File: config.mk
export PLATFORM = sky130hd
export DESIGN_NAME = ccg_top
export DESIGN_NICKNAME = d
export VERILOG_FILES = /design/src/hw/ccg_pkg.sv /design/src/hw/ccg_decode.sv /design/src/hw/ccg_top.sv
export SDC_FILE = /design/constraint.sdc
export NUM_CORES = 1
export LEC_CHECK = 0
export ABC_AREA = 1
export BUFFER_PORTS_ARGS = -buffer_cell sky130_fd_sc_hd__clkbuf_2
export CAP_MARGIN = 40
export CORE_UTILIZATION = 43
export CTS_CLUSTER_SIZE = 12
export DETAILED_ROUTE_END_ITERATION = 12
export SYNTH_ARGS = -nofsm -noshare
export SYNTH_HDL_FRONTEND = slang
export SYNTH_SLANG_ARGS = --single-unit
File: constraint.sdc
create_clock -name mclk -period 3.04 [get_ports mclk]
set_input_delay 0.912 -clock mclk [delete_from_list [all_inputs] [get_ports mclk]]
set_output_delay 0.912 -clock mclk [all_outputs]
set_load 0.01 [all_outputs]
File: src/hw/ccg_pkg.sv
// Package with the constants and types of the CPU clock generator.
package ccg_pkg;

    typedef enum logic [1:0] {
        CCG_PLL,
        CCG_DIRECT,
        CCG_PRESCALE
    } ccg_mode_e;

    localparam logic [2:0] CFG_MUL4 = 3'h7;
    localparam logic [2:0] CFG_MUL3 = 3'h6;
    localparam logic [2:0] CFG_MUL2 = 3'h5;
    localparam logic [2:0] CFG_MUL5 = 3'h4;
    localparam logic [2:0] CFG_DIRECT = 3'h3;
    localparam logic [2:0] CFG_MUL1P5 = 3'h2;
    localparam logic [2:0] CFG_PRESCALE = 3'h1;
    localparam logic [2:0] CFG_MUL2P5 = 3'h0;

    localparam logic [15:0] INC_RESET = 16'h0800;
    localparam logic [15:0] INC_STEP = 16'h0010;
    localparam logic [15:0] INC_MIN = 16'h0010;
    localparam logic [15:0] INC_MAX = 16'h7000;
    localparam logic [15:0] PHASE_STEP = 16'h0100;
    localparam logic [7:0] PHASE_LOW = 8'h7F;
    localparam logic [7:0] PHASE_HIGH = 8'h80;

endpackage

File: src/hw/ccg_decode.sv
// Decoder from the clock configuration field to mode and frequency ratio.
`timescale 1ns/1ps
`default_nettype none

module ccg_decode (
    input wire logic [2:0] clock_config_field,
    output ccg_pkg::ccg_mode_e mode,
    output logic [3:0] ratio_num,
    output logic [1:0] ratio_den
);

    // The ratio is num/den cycles of the CPU clock per input clock period.
    always_comb begin
        mode = ccg_pkg::CCG_PLL;
        ratio_num = 4'h1;
        ratio_den = 2'h1;
        unique case (clock_config_field)
            ccg_pkg::CFG_MUL4: begin
                ratio_num = 4'h4;
            end
            ccg_pkg::CFG_MUL3: begin
                ratio_num = 4'h3;
            end
            ccg_pkg::CFG_MUL2: begin
                ratio_num = 4'h2;
            end
            ccg_pkg::CFG_MUL5: begin
                ratio_num = 4'h5;
            end
            ccg_pkg::CFG_DIRECT: begin
                mode = ccg_pkg::CCG_DIRECT;
            end
            ccg_pkg::CFG_MUL1P5: begin
                ratio_num = 4'h3;
                ratio_den = 2'h2;
            end
            ccg_pkg::CFG_PRESCALE: begin
                mode = ccg_pkg::CCG_PRESCALE;
            end
            ccg_pkg::CFG_MUL2P5: begin
                ratio_num = 4'h5;
                ratio_den = 2'h2;
            end
        endcase
    end

endmodule

`default_nettype wire

File: src/hw/ccg_top.sv
// CPU clock generator: configuration capture, prescaler, direct drive and digital PLL.
`timescale 1ns/1ps
`default_nettype none

module ccg_top (
    input wire logic mclk,
    input wire logic srst,
    input wire logic osc_in,
    input wire logic [2:0] port0_upper_byte_hi,
    output logic cpu_clk,
    output logic pll_enable,
    output logic pll_locked,
    output logic [2:0] clock_config_field
);

    logic osc_s1_q;
    logic osc_s2_q;
    logic osc_prev_q;
    logic [2:0] cfg_s1_q;
    logic [2:0] cfg_s2_q;
    logic [2:0] cfg_q;
    logic presc_q;
    logic [15:0] acc_q;
    logic [15:0] inc_q;
    logic dco_prev_q;
    logic [7:0] cyc_q;
    logic [1:0] win_q;
    logic cpu_clk_q;
    logic pll_enable_q;
    logic pll_locked_q;
    ccg_pkg::ccg_mode_e mode;
    logic [3:0] ratio_num;
    logic [1:0] ratio_den;
    logic osc_rise;
    logic dco_clk;
    logic dco_rise;
    logic win_end;
    logic [7:0] cyc_total;
    logic [7:0] num_ext;

    // Both the oscillator and the strap pins are asynchronous to mclk.
    always_ff @(posedge mclk) begin
        osc_s1_q <= osc_in;
        osc_s2_q <= osc_s1_q;
    end

    always_ff @(posedge mclk) begin
        cfg_s1_q <= port0_upper_byte_hi;
        cfg_s2_q <= cfg_s1_q;
    end

    // The edge detector follows the pin through reset, so a high input at release is no false edge.
    always_ff @(posedge mclk) begin
        osc_prev_q <= osc_s2_q;
    end

    always_comb begin
        osc_rise = 1'b0;
        if (osc_s2_q && !osc_prev_q) begin
            osc_rise = 1'b1;
        end
    end

    // The straps are sampled on every clock while reset is held, so the value at release stays.
    always_ff @(posedge mclk) begin
        if (srst) begin
            cfg_q <= cfg_s2_q;
        end
    end

    ccg_decode u_decode (
        .clock_config_field(cfg_q),
        .mode(mode),
        .ratio_num(ratio_num),
        .ratio_den(ratio_den)
    );

    // Toggling on each input rising edge makes every half phase one input period long.
    always_ff @(posedge mclk) begin
        if (srst) begin
            presc_q <= 1'b0;
        end else if (osc_rise) begin
            presc_q <= ~presc_q;
        end
    end

    assign dco_clk = acc_q[15];
    assign dco_rise = dco_clk & ~dco_prev_q;
    assign num_ext = {4'h0, ratio_num};

    // A window closes on the input edge that completes ratio_den input periods.
    always_comb begin
        win_end = 1'b0;
        if (osc_rise && win_q == ratio_den - 2'h1) begin
            win_end = 1'b1;
        end
    end

    // Saturating keeps a runaway oscillator from wrapping the count back to a small value.
    always_comb begin
        cyc_total = cyc_q;
        if (dco_rise && cyc_q != 8'hFF) begin
            cyc_total = cyc_q + 8'h01;
        end
    end

    // Window of ratio_den input periods, which should hold ratio_num CPU cycles.
    always_ff @(posedge mclk) begin
        if (srst) begin
            win_q <= 2'h0;
        end else if (win_end) begin
            win_q <= 2'h0;
        end else if (osc_rise) begin
            win_q <= win_q + 2'h1;
        end
    end

    always_ff @(posedge mclk) begin
        if (srst) begin
            dco_prev_q <= 1'b0;
        end else begin
            dco_prev_q <= dco_clk;
        end
    end

    always_ff @(posedge mclk) begin
        if (srst) begin
            cyc_q <= 8'h00;
        end else if (win_end) begin
            cyc_q <= 8'h00;
        end else begin
            cyc_q <= cyc_total;
        end
    end

    // Frequency moves by one small step per window, never by a jump.
    always_ff @(posedge mclk) begin
        if (srst) begin
            inc_q <= ccg_pkg::INC_RESET;
        end else if (win_end && mode == ccg_pkg::CCG_PLL) begin
            if (cyc_total < num_ext && inc_q < ccg_pkg::INC_MAX) begin
                inc_q <= inc_q + ccg_pkg::INC_STEP;
            end else if (cyc_total > num_ext && inc_q > ccg_pkg::INC_MIN) begin
                inc_q <= inc_q - ccg_pkg::INC_STEP;
            end
        end
    end

    // Phase is nudged by a fraction of a cycle per window toward an edge on the input edge.
    always_ff @(posedge mclk) begin
        if (srst) begin
            acc_q <= 16'h0000;
        end else if (win_end && mode == ccg_pkg::CCG_PLL && cyc_total == num_ext) begin
            if (acc_q[15:8] < ccg_pkg::PHASE_LOW) begin
                acc_q <= acc_q + inc_q + ccg_pkg::PHASE_STEP;
            end else if (acc_q[15:8] > ccg_pkg::PHASE_HIGH) begin
                acc_q <= acc_q + inc_q - ccg_pkg::PHASE_STEP;
            end else begin
                acc_q <= acc_q + inc_q;
            end
        end else begin
            acc_q <= acc_q + inc_q;
        end
    end

    always_ff @(posedge mclk) begin
        if (srst) begin
            pll_locked_q <= 1'b0;
        end else if (mode != ccg_pkg::CCG_PLL) begin
            pll_locked_q <= 1'b0;
        end else if (win_end) begin
            pll_locked_q <= (cyc_total == num_ext);
        end
    end

    // The enable is a level; the mode cannot change until the next reset.
    always_ff @(posedge mclk) begin
        if (srst) begin
            pll_enable_q <= 1'b0;
        end else begin
            pll_enable_q <= (mode == ccg_pkg::CCG_PLL);
        end
    end

    // Each source is re-registered so the output changes only on mclk; its edges are quantised to it.
    always_ff @(posedge mclk) begin
        if (srst) begin
            cpu_clk_q <= 1'b0;
        end else begin
            unique case (mode)
                ccg_pkg::CCG_PLL: begin
                    cpu_clk_q <= dco_clk;
                end
                ccg_pkg::CCG_DIRECT: begin
                    cpu_clk_q <= osc_s2_q;
                end
                ccg_pkg::CCG_PRESCALE: begin
                    cpu_clk_q <= presc_q;
                end
                default: begin
                    cpu_clk_q <= 1'b0;
                end
            endcase
        end
    end

    assign cpu_clk = cpu_clk_q;
    assign pll_enable = pll_enable_q;
    assign pll_locked = pll_locked_q;
    assign clock_config_field = cfg_q;

endmodule

`default_nettype wire

==> summary.md <==
| Metric | Value |
|---|---|
| Post-synthesis mux area share | `0%` |
| Pin count of the biggest net entering global routing | `19` |
| Status | `completed` |
| Worst Path Max Fanout | `12` |
| DRC | `0` |
| Arrival time at the worst endpoint | `3.02 ns` |
| Max Root-Sink Buffers | `2` |
| IO Port Bufs | `11` |
| Setup Total Neg Slack | `0 ns` |
| CTS tree | `yes` |
| Syn avg cell area | `6.723 µm²` |
| Hold Slack | `0.3359 ns` |
| Top FF cell, synth | `dfxtp_1` |
| RSZ-0062 raised after global routing | `no` |
| CTS root buffer | `clkbuf_8` |
| Normalized max-slew margin | `71.35%` |
| Slowest CP cell | `dfxtp_2` |
| Startpoint types | `flop` |
| Switching power | `0.5977 mW` |
| Total wire length | `7.478 mm` |
| Synth warn | `0` |
| Cts hold-fix bufs | `0` |
| Fmax | `361.3 MHz` |
| Pwr/cell area | `431.3 nW/µm²` |
| Hold Crit Class | `flop to flop` |
| Grt total ovfl | `0` |
| Static Leak | `1.766 nW` |
| HPWL after DPL | `5.884 mm` |
| CP bufs+invs | `4` |
| Endpoints failing setup | `0` |
| CP peak stage delay | `0.38 ns` |
| Site Rows | `32` |
| Mapped cell area | `3550 µm²` |
| Starting density of the core | `45.23%` |
| Sequential fraction of the synthesis area | `29.61%` |
| Antenna viol nets, final | `0` |
| Clk Latency, worst-skew pair | `0.31 ns` |
| Die height | `92.86 µm` |
| Worst-Margin Slew | `0.4253 ns` |
| Compound-cell area share of the yosys netlist | `10.57%` |
| Slew Viols, Final | `0` |
| Area contributors post-synth | `dfxtp_1 (27%), nand2_1 (14%), inv_1 (8.0%), ha_1 (7.0%), nor2_1 (6.1%)` |
| Count of mapped cells out of synthesis | `528` |
| DR iter-0 viols | `86` |
| EDFF count, synth | `3` |
| #FFs+latches synth | `51` |
| Pint | `1.070 mW` |
| Worst-path clk slew | `0.10 ns` |
| Final #Nets | `572` |
| Setup crit end kind | `flop` |
| Post-Syn Nets | `555` |
| CP cell instances | `ha_4 -> nand2_2 -> nor2_4 -> nand2_2 -> nand2_4 -> inv_2 -> or2_2 -> o21ai_2 -> inv_1 -> ha_1 -> a21oi_1 -> o21bai_1 -> a21oi_2 -> nand4_4 -> buf_8 -> inv_4 -> nand2_1 -> o21ai_0 -> nand2_2 -> a21oi_2` |
| Final Skew | `0.005372 ns` |
| Comb power frac | `29.1%` |
| CP most frequent cell | `nand2_2` |
| Core Region | `7848 µm²` |
| Vias/cell | `4.875` |
| Vias | `3,159` |
| Clock Power Share | `25.5%` |
| Die span in x | `92.86 µm` |
| Simple-gate share of the synthesized area | `36.38%` |
| Layout cells sized above 1 | `12.82%` |
| Post-synth ARST share | `0%` |
| Final Wtd Congestion | `0.8757` |
| Max Cap Viol | `0` |
| Post-synth top area cell | `dfxtp_1` |
| H-tree level count | `2` |
| Commonest cells post-synth | `nand2_1 (132), inv_1 (76), nor2_1 (58), dfxtp_1 (48), nand3_1 (40)` |
| Adder-cell share of the synthesized area | `7.614%` |
| Fin crit period | `2.768 ns` |
| Flop pwr share | `45.4%` |
| Syn-to-layout area delta | `8.953%` |
| XOR/XNOR Fraction of Synth Area | `5.922%` |
| Antenna violations before repair | `0` |
| Number of distinct library cells after synthesis | `39` |
| Drt wl/cell | `11.54 µm` |
| Sw Ratio | `35.83%` |
| Period utilisation layout | `91.04%` |
| Tot GR Track Use | `19.76%` |
| Vias in the first global route | `2,972` |
| Total die area | `8622 µm²` |
| Yosys top cell area share | `27.07%` |
| Peak supply drop | `235.0 µV` |
| Total CTS buffers | `5` |
| First-pass DRT Iterations | `4` |
| Main combinational cell family by area after synthesis | `simple AND/OR/NAND/NOR gates` |
| Data required, critical path | `3.29 ns` |
| Final hold vios | `0` |
| CP delay by family, top | `simple AND/OR/NAND/NOR gates` |
| Most numerous cell in the Yosys netlist | `nand2_1` |
| First-pass GRT wire length | `13.75 mm` |
| Ant diodes | `0` |
| I/O pin total | `12` |
| # clock sinks | `51` |
| Category of the most critical setup path | `flop to flop` |
path summary, 6_finish.rpt:
check	startpoint	to	slack [ns]	cells past startpoint
worst max register to register	cyc_q[1]$_SDFF_PP0_	inc_q[12]$_SDFFE_PP0P_	0.27	20
worst max-delay path	cyc_q[1]$_SDFF_PP0_	inc_q[12]$_SDFFE_PP0P_	0.27	20
worst min register to register	cfg_s1_q[1]$_DFF_P_	cfg_s2_q[1]$_DFF_P_	0.34	0
worst min-delay path	cfg_s1_q[1]$_DFF_P_	cfg_s2_q[1]$_DFF_P_	0.34	0
state kept, by name, indices dropped and copies added (netlist names):
| register | cells |
|---|---|
| cpu_clk | 1 |
| cfg_s2_q | 3 |
| osc_s1_q | 1 |
| presc_q | 1 |
| pll_enable | 1 |
| acc_q | 12 |
| pll_locked | 1 |
| osc_s2_q | 1 |
| inc_q | 12 |
| clock_config_field | 3 |
| cyc_q | 8 |
| cfg_s1_q | 3 |
| win_q | 2 |
| osc_prev_q | 1 |
| dco_prev_q | 1 |
repair_timing:
item / CTS / global route
resized for setup: 0 / 14
endpoints found under the setup margin: 0 / 20
setup buffers: 0 / 1
through the flow:
| stage | worst slack [ns] | power, mW | area [µm²] | instances | utilization, % |
|---|---|---|---|---|---|
| after floorplan | 0.2874 | 1.140 | 3550 | 528 | - |
| after global placement | 0.1148 | 1.232 | 3726 | 639 | 47.48 |
| after detailed placement | 0.05750 | 1.239 | 3726 | 639 | 47.48 |
| after CTS | 0.02756 | 1.667 | 3824 | 647 | 48.72 |
| after global routing | 0.02400 | 1.804 | 3867 | 648 | 49.28 |
| final | 0.2722 | 1.668 | 3867 | 648 | 49.28 |
worst register-to-register path: cells and delay by family, from the launching register on:
kind / cells / cell delay (ns)
and+or+nand+nor: 8 / 0.90
AOI/OAI and AO/OA: 6 / 0.67
adders and majority gates: 2 / 0.44
DFF: 1 / 0.38
buffers and inverters: 4 / 0.34
placed cells by master (no fill, tap or decap), drive strengths merged:
cell type	n
nor2	65
xor2	22
a31oi	1
o21a	2
or2	2
clkinv	3
xnor2	2
inv	82
o21ai	28
nor4	2
a21oi	27
edfxtp	3
buf	6
dfxtp	48
o21bai	2
nand4	9
nand3b	1
o22ai	1
nor3	12
o2111ai	2
a32o	1
nand2	147
clkbuf	16
nand3	41
ha	20
fa	1
logic make-up (layout without fill, tap and decap cells):
logic type / count (synthesis) / count (layout)
and+or+nand+nor: 279 / 279
AOI/OAI and AO/OA: 64 / 64
buffers and inverters: 89 / 107
xor gates and xnor gates: 24 / 24
DFF: 51 / 51
adders and majority gates: 21 / 21
layout make-up:
type                       instances  area [µm²]
inverter                          82       312.8
fill                             836        3980
timing repair buffer              17       111.4
multi-input combinational        388        2163
tap                              102       127.6
clock inverter                     3       28.78
clock buffer                       5       68.82
sequential                        51        1055
power by group through the flow:
stage | sequential [mW] | clock, mW | combinational (mW)
after floorplan | 0.760 | 0 | 0.379
after global placement | 0.770 | 0 | 0.461
after detailed placement | 0.771 | 0 | 0.468
after CTS | 0.756 | 0.441 | 0.470
after global routing | 0.765 | 0.476 | 0.563
final | 0.757 | 0.425 | 0.485
per-layer routing:
layer,up-vias,global-route usage [%],share of wire (%)
li1,1713,-,-
met1,1418,26.85,52
met2,26,32.78,45
met3,2,3.695,2.2
met4,0,3.462,0.40
met5,-,0,0
Note: power is estimated with default switching activity, not from simulation.
